<file path="src/include/glitchfree_clock_mux_defs.svh">
`ifndef GLITCHFREE_CLOCK_MUX_DEFS_SVH
`define GLITCHFREE_CLOCK_MUX_DEFS_SVH

// Number of complementary output pairs.
`define GF_NUM_PAIRS 5
// Reset values of the output legs and the gate.
`define GF_TRUE_RST 1'b0
`define GF_COMP_RST 1'b1
`define GF_GATE_RST 1'b0
// Reset value of the enable synchroniser stages.
`define GF_SYNC_RST 1'b0
// Levels taken by undriven control inputs.
`define GF_SEL_DEFAULT 1'b0
`define GF_EN_DEFAULT 1'b1
// Cycles an enable change needs to cross the synchroniser.
`define GF_SYNC_CYCLES 2

`endif

</file>
<file path="src/include/glitchfree_clock_mux_pkg.sv">
package glitchfree_clock_mux_pkg;

   // Gate sequencer states, Gray coded along steady, wait rise, wait fall.
   typedef enum logic [1:0] {
      GATE_STEADY = 2'b00,
      GATE_WAIT_RISE = 2'b01,
      GATE_WAIT_FALL = 2'b11
   } gate_state_e;

endpackage : glitchfree_clock_mux_pkg

</file>
<file path="src/logic/gate_sequencer.sv">
`timescale 1ns/1ps
`include "glitchfree_clock_mux_defs.svh"

module gate_sequencer (
   // Clock and reset.
   input wire logic sys_clk,
   input wire logic rst_n,
   // Output gate enable from the board.
   input wire logic gate_en,
   input wire logic gate_driven,
   // Selected clock level, current and one sample back.
   input wire logic clk_lvl,
   input wire logic clk_prev,
   // Applied gate state.
   output logic gate_on,
   output glitchfree_clock_mux_pkg::gate_state_e gate_state
);
   import glitchfree_clock_mux_pkg::*;

   logic en_eff;
   logic sync1_r;
   logic sync2_r;
   logic gate_r;
   logic gate_nxt;
   gate_state_e state_r;
   gate_state_e state_nxt;
   logic rise;
   logic fall;

   // An undriven enable is taken as high.
   assign en_eff = gate_driven ? gate_en : `GF_EN_DEFAULT;
   assign rise = clk_lvl & ~clk_prev;
   assign fall = ~clk_lvl & clk_prev;

   // Two-stage synchroniser for the asynchronous enable.
   always_ff @(posedge sys_clk or negedge rst_n) begin
      if (!rst_n) begin
         sync1_r <= `GF_SYNC_RST;
         sync2_r <= `GF_SYNC_RST;
      end else begin
         sync1_r <= en_eff;
         sync2_r <= sync1_r;
      end
   end

   // A change waits for one rising and then one falling clock edge.
   always_comb begin
      state_nxt = state_r;
      gate_nxt = gate_r;
      case (state_r)
         GATE_STEADY: begin
            if (sync2_r != gate_r) begin
               state_nxt = GATE_WAIT_RISE;
            end
         end
         GATE_WAIT_RISE: begin
            if (sync2_r == gate_r) begin
               state_nxt = GATE_STEADY;
            end else if (rise) begin
               state_nxt = GATE_WAIT_FALL;
            end
         end
         GATE_WAIT_FALL: begin
            if (sync2_r == gate_r) begin
               state_nxt = GATE_STEADY;
            end else if (fall) begin
               gate_nxt = sync2_r;
               state_nxt = GATE_STEADY;
            end
         end
         default: begin
            state_nxt = GATE_STEADY;
         end
      endcase
   end

   always_ff @(posedge sys_clk or negedge rst_n) begin
      if (!rst_n) begin
         state_r <= GATE_STEADY;
         gate_r <= `GF_GATE_RST;
      end else begin
         state_r <= state_nxt;
         gate_r <= gate_nxt;
      end
   end

   assign gate_on = gate_r;
   assign gate_state = state_r;
endmodule : gate_sequencer

</file>
<file path="src/logic/glitchfree_clock_mux_fanout.sv">
`timescale 1ns/1ps
`include "glitchfree_clock_mux_defs.svh"

// How it works
// - Select high routes reference B, low A.
// - Gate off: true legs low, complements high.
// - Gate on: outputs follow selected clock, non-inverting.
// - Gate change applies after rise then fall.
// - Enable synchronised; gate changes cause no shortened output pulses.
// - Five pairs share clock and one gate.

module glitchfree_clock_mux_fanout #(
   parameter int NUM_PAIRS = `GF_NUM_PAIRS
) (
   // Clock and reset.
   input wire logic sys_clk,
   input wire logic rst_n,
   // Reference clock A, true and complement legs.
   input wire logic ref_a_true,
   input wire logic ref_a_comp,
   // Reference clock B, true and complement legs.
   input wire logic ref_b_true,
   input wire logic ref_b_comp,
   // Source select and its driven flag.
   input wire logic src_sel,
   input wire logic src_sel_driven,
   // Output gate enable and its driven flag.
   input wire logic gate_en,
   input wire logic gate_en_driven,
   // Fanout output pairs.
   output logic [NUM_PAIRS-1:0] fanout_true,
   output logic [NUM_PAIRS-1:0] fanout_comp,
   // Current gate sequencer state.
   output glitchfree_clock_mux_pkg::gate_state_e gate_state
);
   import glitchfree_clock_mux_pkg::*;

   logic lvl_a_r;
   logic lvl_a_nxt;
   logic lvl_b_r;
   logic lvl_b_nxt;
   logic sel_eff;
   logic clk_lvl;
   logic clk_prev_r;
   logic gate_on;
   logic [NUM_PAIRS-1:0] true_r;
   logic [NUM_PAIRS-1:0] true_nxt;
   logic [NUM_PAIRS-1:0] comp_r;
   logic [NUM_PAIRS-1:0] comp_nxt;

   // Decodes a differential pair; an equal pair keeps the last level.
   function automatic logic ref_level(input logic t, input logic c, input logic hold);
      ref_level = (t != c) ? t : hold;
   endfunction : ref_level

   always_comb begin
      lvl_a_nxt = ref_level(ref_a_true, ref_a_comp, lvl_a_r);
      lvl_b_nxt = ref_level(ref_b_true, ref_b_comp, lvl_b_r);
   end

   always_ff @(posedge sys_clk or negedge rst_n) begin
      if (!rst_n) begin
         lvl_a_r <= `GF_TRUE_RST;
         lvl_b_r <= `GF_TRUE_RST;
         clk_prev_r <= `GF_TRUE_RST;
      end else begin
         lvl_a_r <= lvl_a_nxt;
         lvl_b_r <= lvl_b_nxt;
         clk_prev_r <= clk_lvl;
      end
   end

   // An undriven select is taken as low.
   assign sel_eff = src_sel_driven ? src_sel : `GF_SEL_DEFAULT;
   assign clk_lvl = sel_eff ? lvl_b_r : lvl_a_r;

   gate_sequencer u_gate (
      .sys_clk(sys_clk),
      .rst_n(rst_n),
      .gate_en(gate_en),
      .gate_driven(gate_en_driven),
      .clk_lvl(clk_lvl),
      .clk_prev(clk_prev_r),
      .gate_on(gate_on),
      .gate_state(gate_state)
   );

   // Every pair carries the same gated clock.
   generate
      for (genvar i = 0; i < NUM_PAIRS; i++) begin : g_pair
         always_comb begin
            true_nxt[i] = gate_on & clk_lvl;
            comp_nxt[i] = ~(gate_on & clk_lvl);
         end
      end
   endgenerate

   always_ff @(posedge sys_clk or negedge rst_n) begin
      if (!rst_n) begin
         true_r <= {NUM_PAIRS{`GF_TRUE_RST}};
         comp_r <= {NUM_PAIRS{`GF_COMP_RST}};
      end else begin
         true_r <= true_nxt;
         comp_r <= comp_nxt;
      end
   end

   assign fanout_true = true_r;
   assign fanout_comp = comp_r;
endmodule : glitchfree_clock_mux_fanout

</file>
<file path="config.mk">
export PLATFORM = sky130hd
export DESIGN_NAME = glitchfree_clock_mux_fanout
export DESIGN_NICKNAME = d
export VERILOG_FILES = /design/src/include/glitchfree_clock_mux_pkg.sv /design/src/logic/gate_sequencer.sv /design/src/logic/glitchfree_clock_mux_fanout.sv
export VERILOG_INCLUDE_DIRS = /design/src /design/src/include
export SDC_FILE = /design/constraint.sdc
export NUM_CORES = 1
export LEC_CHECK = 0
export ABC_AREA = 0
export BUFFER_PORTS_ARGS = -buffer_cell sky130_fd_sc_hd__clkbuf_2
export CORE_MARGIN = 10
export CORE_UTILIZATION = 35
export DETAILED_ROUTE_END_ITERATION = 6
export GPL_TIMING_DRIVEN = 0
export MAX_ROUTING_LAYER = met4
export PLACE_DENSITY = 0.74
export SETUP_SLACK_MARGIN = 0.02
export SLEW_MARGIN = 20
export SYNTH_ARGS = -nofsm -noshare
export SYNTH_HDL_FRONTEND = slang
export SYNTH_SLANG_ARGS = --single-unit
</file>
<file path="constraint.sdc">
create_clock -name sys_clk -period 1.48 [get_ports sys_clk]
set_input_delay 0.222 -clock sys_clk [delete_from_list [all_inputs] [get_ports sys_clk]]
set_output_delay 0.222 -clock sys_clk [all_outputs]
set_load 0.02 [all_outputs]
</file>
==> key figures, run 1 <==
Worst setup path
  • WP data required: 1.26 ns
  • Arrival @ worst endpoint: 1.10 ns
  • Critical path origin: fanout_comp[0]$_DFF_PN1_
  • CP Launch Type: register
  • Crit path buf inv count: 2
  • Top Family by Delay on Critical Path: flip-flops
  • Worst reg2reg path endpoint: u_gate.gate_on$_DFFE_PN0P_
  • Slowest cell on the critical path: dfstp_2
  • Critical Path Fanout Max: 5
  • Worst setup EP type: output pin
  • Critical Path, Cell by Cell: buf_4 > clkbuf_2
  • Flop-to-flop setup slack: 0.17 ns
  • Reg2Reg Depth: 3
  • CP max stage delay: 0.57 ns
  • Setup CP Type: register to output pin
  • Reg2reg start: lvl_b_r$_DFFE_PN0P_

STA
  • Fin crit share: 89.0%
  • Fin. max-slew vios: 0
  • Minimum clock period: 1.32 ns
  • Worst Tran Pin Value: 0.241 ns
  • Final setup fails: 0
  • Rel. slew slack: 83.8%
  • Clk_skew: 0.00391 ns
  • RSZ-0062 raised after global routing: false
  • F_max: 759 MHz
  • Final Hold Fails: 0
  • Fin Setup TNS: 0 ns

Clocking
  • Post-cts resize count: 0
  • Deepest clock path buffer count: 2
  • Num CTS Buffers: 3
  • Clock transition at path regs: 0.07 ns
  • CTS sink count: 10
  • Clock Latency Late Sink: 0.26 ns
  • H-tree depth: 1
  • CTS tree: built
  • Clock Root Buffer: clkbuf_4

Yosys
  • Mean Syn Cell Area: 11.8 um2
  • #FFs+latches synth: 10
  • Yosys warning count: 0
  • Register area share after synthesis: 54.6%
  • Main area contributors after synthesis: dfrtp_1, buf_4, dfstp_2
  • Synthesized area: 460 um2
  • Synth top area share: 48.9%
  • Cell taking the most area after synthesis: dfrtp_1
  • Synthesized Nets: 49
  • Gate Count Post-Synth: 39
  • Yosys cell types: 19

Pwr
  • Peak VDD IR: 577 uV
  • P_leak: 0.000323 uW
  • Cell area power density: 1680 nW/um2

Final layout
  • FF+latch area: 251 um2
  • Layout cells sized above 1: 56.9%
  • Fillers: 122
  • Fin util: 49.7%
  • N_diodes: 0
  • Final #Nets: 76
  • Area Growth Syn to Fin: 37.0%
  • Multi-input gate area: 138 um2
  • Non-filler instance count after layout: 80

Run status
  • Run status: complete, no violations

Route
  • 1st-iter DRT viols: 3
  • DRT Wirelength: 901 um
  • DRC: 0
  • DR vias: 342
  • DR pass1 iterations: 2
  • Number of vias per cell: 4.28
  • Final ANT Viol Nets: 0
  • Routed WL per cell: 11.3 um

Floorplan
  • Rows: 13
  • Top-level port count: 22
  • Core ar.: 1270 um2
  • Initial Util: 36.3%
  • Die Height: 56.3 um
  • Die width: 56.3 um
  • Die ar.: 3170 um2

Global route
  • Gr usage total: 6.43%
  • Antenna violations before repair: 0
  • Pin count of the biggest net entering global routing: 11
  • First-pass GRT wire length: 1610 um
  • Congestion Overflow GR: 0
  • Vias in the first global route: 380

Placement
  • RePlAce Congestion: 0.652
  • Port Buffers: 21
  • DP Cell Count: 75
  • Hpwl dp: 740 um

Min path
  • Hold Crit Start: gate_en_driven
  • Worst Hold End: u_gate.sync1_r$_DFF_PN0_
  • Hold depth: 2
  • Type of the tightest min-delay check: input pin to register

Run
  • Max-capacitance violation count: 0
through the flow:
step,area (um2),hold WS (ns),setup slack [ns],power [uW]
global placement,584,0.0989,0.178,816
detailed placement,584,0.100,0.164,828
global route,631,0.134,0.102,1130
CTS,631,0.104,0.148,1080
floorplan,460,-0.0736,0.237,690
finish,631,0.107,0.162,1060
area by class of cell:
type | instances | area share [%]
inverter | 3 | 1.79
tap | 15 | 2.98
buffer | 8 | 9.52
timing repair buffer | 22 | 18.3
clock buffer | 4 | 5.75
sequential | 10 | 39.9
multi-input combinational | 18 | 21.8
worst register-to-register path: cells and delay by family, from the launching register on:
kind | cells | cell delay, ns
AND/OR/NAND/NOR | 2 | 0.48
flip-flops | 1 | 0.38
multiplexers | 1 | 0.34
cells in the mapped netlist:
master    instances
a21boi_0          1
a21boi_2          1
a21oi_1           1
and2_1            1
and3_4            1
buf_4             8
clkinv_1          1
dfrtp_1           9
dfstp_2           1
inv_1             2
maj3_1            2
mux2_1            1
nand2_1           3
nand2b_1          1
nor4_2            1
o21ai_0           1
o31ai_1           2
or2_1             1
xor2_1            1
cells by family (layout without fill, tap and decap cells):
group,after synthesis,in the layout,share of synthesized area [%]
adders and majority gates,2,2,4.35
DFF,10,10,54.6
buffers and inverters,11,37,15.5
and+or+nand+nor,8,8,11.7
AOI/OAI and AO/OA,6,6,9.51
xor gates and xnor gates,1,1,1.90
muxes,1,1,2.45
power by group:
part	switching, uW	internal (uW)	total (uW)
Clock	97.1	149	246
Combinational	228	190	418
Sequential	56.1	341	397
Total	381	680	1060
state kept, by name, indices dropped and copies added (netlist names):
signal	flops
lvl_a_r	1
lvl_b_r	1
u_gate.gate_on	1
fanout_true	1
u_gate.sync1_r	1
clk_prev_r	1
u_gate.sync2_r	1
u_gate.gate_state	2
fanout_comp	1
worst max-delay path by stage:
stage,cells past startpoint,end
floorplan,3,u_gate.gate_on$_DFFE_PN0P_
global placement,3,u_gate.gate_on$_DFFE_PN0P_
detailed placement,3,u_gate.gate_on$_DFFE_PN0P_
CTS,2,fanout_comp[3]
global route,3,u_gate.gate_on$_DFFE_PN0P_
finish,2,fanout_comp[3]
cells in the final DEF (no fill, tap or decap), drive strengths merged:
cell,instances
o31ai,2
mux2,1
nand2b,1
nor4,1
dlygate4sd3,1
xor2,1
o21ai,1
or2,1
a21boi,2
a21oi,1
dfrtp,9
inv,2
and3,1
and2,1
dfstp,1
nand2,3
clkbuf,25
buf,8
maj3,2
clkinv,1
repair_timing:
action	4_1_cts	5_1_grt
setup buffers	0	0
hold endpoints to repair	9	0
hold buffers	1	0
routing by layer:
layer	GRT usage, %	part of all wire, %	vias to the layer above
li1	-	-	172
met3	3.37	11	0
met4	4.12	0	0
met5	-	0	-
met2	8.40	38	21
met1	7.45	51	149
Power figures use the tool's default switching activity.
==> inputs of run 2 (changes only) <==
- clock period: 1.48 -> 1.25 ns (I/O delays scaled with it)
==> key figures, run 2 (same netlist as run 1, synthesis figures left out) <==
STA
  • Worst Tran Pin Value: 0.271 ns
  • PnR worst setup slack: -0.000750 ns
  • Minimum clock period: 1.25 ns
  • Fin crit share: 100%
  • Clk_skew: 0.00255 ns
  • Final Hold Fails: 0
  • Final setup fails: 1
  • Fin. max-slew vios: 0
  • RSZ-0062 raised after global routing: true
  • F_max: 800 MHz
  • Rel. slew slack: 81.9%

Floorplan
  • Die width: 56.3 um
  • Die Height: 56.3 um
  • Initial Util: 36.3%
  • Core ar.: 1270 um2
  • Top-level port count: 22
  • Rows: 13
  • Die ar.: 3170 um2

Clocking
  • H-tree depth: 1
  • Clock Root Buffer: clkbuf_4
  • Num CTS Buffers: 3
  • Clock transition at path regs: 0.07 ns
  • CTS sink count: 10
  • Deepest clock path buffer count: 2
  • Clock Latency Late Sink: 0.26 ns
  • CTS tree: built

Min path
  • Hold depth: 2
  • Type of the tightest min-delay check: input pin to register
  • Worst Hold End: u_gate.sync1_r$_DFF_PN0_
  • Hold Crit Start: gate_en_driven

Pwr
  • Tot Pwr: 1400 uW
  • Peak VDD IR: 966 uV
  • Cell area power density: 1970 nW/um2
  • P_leak: 0.000351 uW

Final layout
  • Layout cells sized above 1: 63.6%
  • Final #Nets: 77
  • Fin util: 55.9%
  • Final Cell Area: 709 um2
  • Commonest non-fill, non-tap cells in the layout: clkbuf_2, dfrtp_1, buf_4
  • N_diodes: 0
  • Area Growth Syn to Fin: 54.1%
  • Non-filler instance count after layout: 81
  • Largest register FFs: 2
  • Commonest non-fill, non-tap cell in the layout: clkbuf_2

Run status
  • Run status: complete, but fails checks
  • Failing checks: negative setup slack

Placement
  • Port Buffers: 21
  • Placed Area: 587 um2
  • DP Cell Count: 75
  • RePlAce Congestion: 0.665
  • Hpwl dp: 750 um

Worst setup path
  • Arrival @ worst endpoint: 1.06 ns
  • CP Launch Type: register
  • Critical Path Fanout Max: 5
  • CP max stage delay: 0.59 ns
  • Reg2reg start: lvl_b_r$_DFFE_PN0P_
  • Worst setup EP type: output pin
  • WP data required: 1.06 ns
  • Slowest cell on the critical path: dfstp_2
  • Flop-to-flop setup slack: 0.03 ns
  • Reg2Reg Depth: 3
  • Setup CP Type: register to output pin
  • Critical Path, Cell by Cell: buf_6 > buf_8
  • Worst reg2reg path endpoint: u_gate.gate_on$_DFFE_PN0P_

Global route
  • Vias in the first global route: 418
  • First-pass GRT wire length: 1810 um
  • Pin count of the biggest net entering global routing: 11
  • Gr usage total: 7.22%
  • Congestion Overflow GR: 0
  • Antenna violations before repair: 0

Route
  • DR vias: 354
  • Routed WL per cell: 12.0 um
  • Number of vias per cell: 4.37
  • 1st-iter DRT viols: 2
  • DRC: 0
  • DRT Wirelength: 970 um
  • Final ANT Viol Nets: 0
  • DR pass1 iterations: 4

Run
  • Max-capacitance violation count: 0
[run 2: layer usage]
layer  up-vias  track usage [%]  share of wire, %
li1        178                -                 -
met1       153             7.69                42
met2        23             10.5                44
met3         0             4.49                13
met4         0             3.09                 0
met5         -                -                 0
[run 2: where the power goes]
part           total (uW)  switching [uW]  internal, uW  leakage, uW
clock                 289             112           177    0.0000210
sequential            483            74.1           409     0.000114
combinational         624             292           332     0.000216
[run 2: metrics by stage]
stage	hold slack, ns	setup slack [ns]	TNS [ns]
after floorplan	-0.108	0.0547	0
after global placement	0.0613	0.00584	0
after detailed placement	0.0659	-0.0153	-0.0153
after CTS	0.0791	-0.0101	-0.0278
after global routing	0.0875	-0.0536	-0.251
final	0.0857	-0.000750	-0.000750
[run 2: timing repair]
item,CTS,global route
pin swaps,2,0
hold endpoints to repair,9,0
setup buffers,1,0
resized for setup,11,9
endpoints found under the setup margin,5,6
hold buffers,1,0
[run 2: cell type report]
cell class | count | area [um2]
Inverter | 3 | 12.5
Fill cell | 110 | 559
Timing Repair Buffer | 23 | 163
Clock buffer | 4 | 36.3
Multi-Input combinational cell | 18 | 150
Sequential cell | 10 | 254
Buffer | 8 | 75.1
Tap cell | 15 | 18.8
[run 2: worst max path at each step]
stage / depth (start not counted) / end / slack (ns) / startpoint
6_report: 2 / fanout_comp[2] / -0.0008 / fanout_comp[0]$_DFF_PN1_
5_1_grt: 2 / fanout_comp[2] / -0.05 / fanout_comp[0]$_DFF_PN1_
4_1_cts: 2 / fanout_comp[2] / -0.01 / fanout_comp[0]$_DFF_PN1_
3_5_place_dp: 3 / u_gate.gate_on$_DFFE_PN0P_ / -0.02 / lvl_a_r$_DFFE_PN0P_
3_3_place_gp: 3 / u_gate.gate_on$_DFFE_PN0P_ / 0.006 / lvl_a_r$_DFFE_PN0P_
2_1_floorplan: 3 / u_gate.gate_on$_DFFE_PN0P_ / 0.05 / u_gate.gate_state[0]$_DFFE_PN0P_
[run 2: critical path: cells and delay by family, from the launching register on]
family   cells  cell delay (ns)
flops        1             0.59
buf+inv      2             0.22
==> inputs of run 3 (changes only) <==
- MAX_ROUTING_LAYER: met4 -> not set
- REMOVE_ABC_BUFFERS: not set -> 1
==> key figures, run 3 (same netlist as run 1, synthesis figures left out) <==
Clocking
  • H-tree depth: 1
  • CTS tree: built
  • Num CTS Buffers: 3
  • Deepest clock path buffer count: 2
  • CTS sink count: 10
  • Clock Root Buffer: clkbuf_4
  • Clock Latency Late Sink: 0.26 ns
  • Clock transition at path regs: 0.07 ns

Floorplan
  • Die width: 56.3 um
  • Core ar.: 1270 um2
  • Initial Util: 36.3%
  • Rows: 13
  • Die Height: 56.3 um
  • Top-level port count: 22
  • Die ar.: 3170 um2

Min path
  • Type of the tightest min-delay check: input pin to register

STA
  • Fin Setup TNS: 0 ns
  • Minimum clock period: 1.22 ns
  • Rel. slew slack: 82.9%
  • Clk_skew: 0.00210 ns
  • Fin crit share: 97.4%
  • Final setup fails: 0
  • Fin. max-slew vios: 0
  • Final Hold Fails: 0
  • PnR worst setup slack: 0.0320 ns
  • RSZ-0062 raised after global routing: true
  • Worst Tran Pin Value: 0.256 ns
  • F_max: 821 MHz

Pwr
  • Logic pwr share: 38.2%
  • Sequential share of power: 38.4%
  • Clock power frac: 23.4%
  • P_leak: 0.000315 uW
  • Switching power: 457 uW
  • Net Sw Frac: 36.9%
  • Internal power: 782 uW
  • Peak VDD IR: 954 uV
  • Cell area power density: 1980 nW/um2
  • Tot Pwr: 1240 uW

Final layout
  • Multi-input gate area: 160 um2
  • FF+latch area: 251 um2
  • N_diodes: 0
  • Area Growth Syn to Fin: 35.6%
  • Fillers: 123
  • Commonest non-fill, non-tap cells in the layout: clkbuf_2, dfrtp_1, buf_4
  • Final #Nets: 72
  • Fin util: 49.2%
  • Largest register FFs: 2
  • Layout cells sized above 1: 59.0%
  • Commonest non-fill, non-tap cell in the layout: clkbuf_2
  • Non-filler instance count after layout: 76

Route
  • DRC: 0
  • DR pass1 iterations: 1
  • 1st-iter DRT viols: 0
  • Final ANT Viol Nets: 0
  • Number of vias per cell: 4.50
  • Routed WL per cell: 12.4 um
  • DRT Wirelength: 941 um
  • DR vias: 342

Worst setup path
  • CP Launch Type: register
  • Critical Path Fanout Max: 5
  • Setup CP Type: register to register
  • Worst setup EP type: register
  • Arrival @ worst endpoint: 1.36 ns
  • Flop-to-flop setup slack: 0.03 ns
  • WP data required: 1.40 ns

Global route
  • Congestion Overflow GR: 0
  • Vias in the first global route: 349
  • Gr usage total: 5.76%
  • Pin count of the biggest net entering global routing: 11
  • First-pass GRT wire length: 1490 um
  • Antenna violations before repair: 0

Run status
  • Run status: complete, no violations

Placement
  • Port Buffers: 21
  • DP Cell Count: 67
  • Hpwl dp: 731 um
  • Setup WS pre-CTS: -0.0722 ns
  • RePlAce Congestion: 0.665

Run
  • Max-capacitance violation count: 0
## run 3: changes by cell type in the layout (fill, tap and decap cells not counted), sizes merged
cell / change
clkbuf: +5
buf: -10
## run 3: routing by layer
layer  part of all wire [%]  up-vias  track usage, %
met4                      0        0            4.12
li1                       -      166               -
met1                     42      153            5.77
met5                      0        -               0
met2                     39       23            7.61
met3                     19        0            4.94
## run 3: power by group through the flow
stage / combinational, uW / clock (uW) / sequential, uW
2_1_floorplan: 99.7 / 0 / 619
5_1_grt: 513 / 309 / 490
3_3_place_gp: 398 / 0 / 470
3_5_place_dp: 404 / 0 / 479
4_1_cts: 429 / 293 / 473
6_report: 473 / 289 / 476
## run 3: final timing paths
kind,from,to,cells past startpoint
max,lvl_a_r$_DFFE_PN0P_,u_gate.gate_on$_DFFE_PN0P_,3
min,gate_en_driven,u_gate.sync1_r$_DFF_PN0_,2
max reg2reg,lvl_a_r$_DFFE_PN0P_,u_gate.gate_on$_DFFE_PN0P_,3
min reg2reg,u_gate.sync1_r$_DFF_PN0_,u_gate.sync2_r$_DFF_PN0_,0
max in group asynchronous,rst_n,fanout_comp[0]$_DFF_PN1_,2
min in group asynchronous,rst_n,u_gate.sync2_r$_DFF_PN0_,2
## run 3: area by class of cell
cell class                 count  area share [%]
timing repair buffer          26            23.2
inverter                       3            2.00
sequential                    10            40.3
clock buffer                   4            5.81
multi-input combinational     18            25.7
tap                           15            3.01
## run 3: repair_timing
action | in CTS | in global routing
pin swaps | 1 | 0
hold buffers | 1 | 0
buffers inserted | 2 | 2
hold endpoints to repair | 9 | 0
endpoints found under the setup margin | 1 | 1
gates resized for setup | 3 | 2
## run 3: per-stage QoR
| stage | hold WS [ns] | area [um2] |
|---|---|---|
| 2_1_floorplan | -0.108 | 400 |
| 3_3_place_gp | 0.0635 | 524 |
| 3_5_place_dp | 0.0661 | 524 |
| 4_1_cts | 0.0778 | 603 |
| 5_1_grt | 0.101 | 624 |
| 6_report | 0.0798 | 624 |
## run 3: critical path: stages (launching register included)
cell and delay [ns]:
dfrtp_1 0.38, a21boi_4 0.16, nor4_4 0.24, mux2_4 0.32
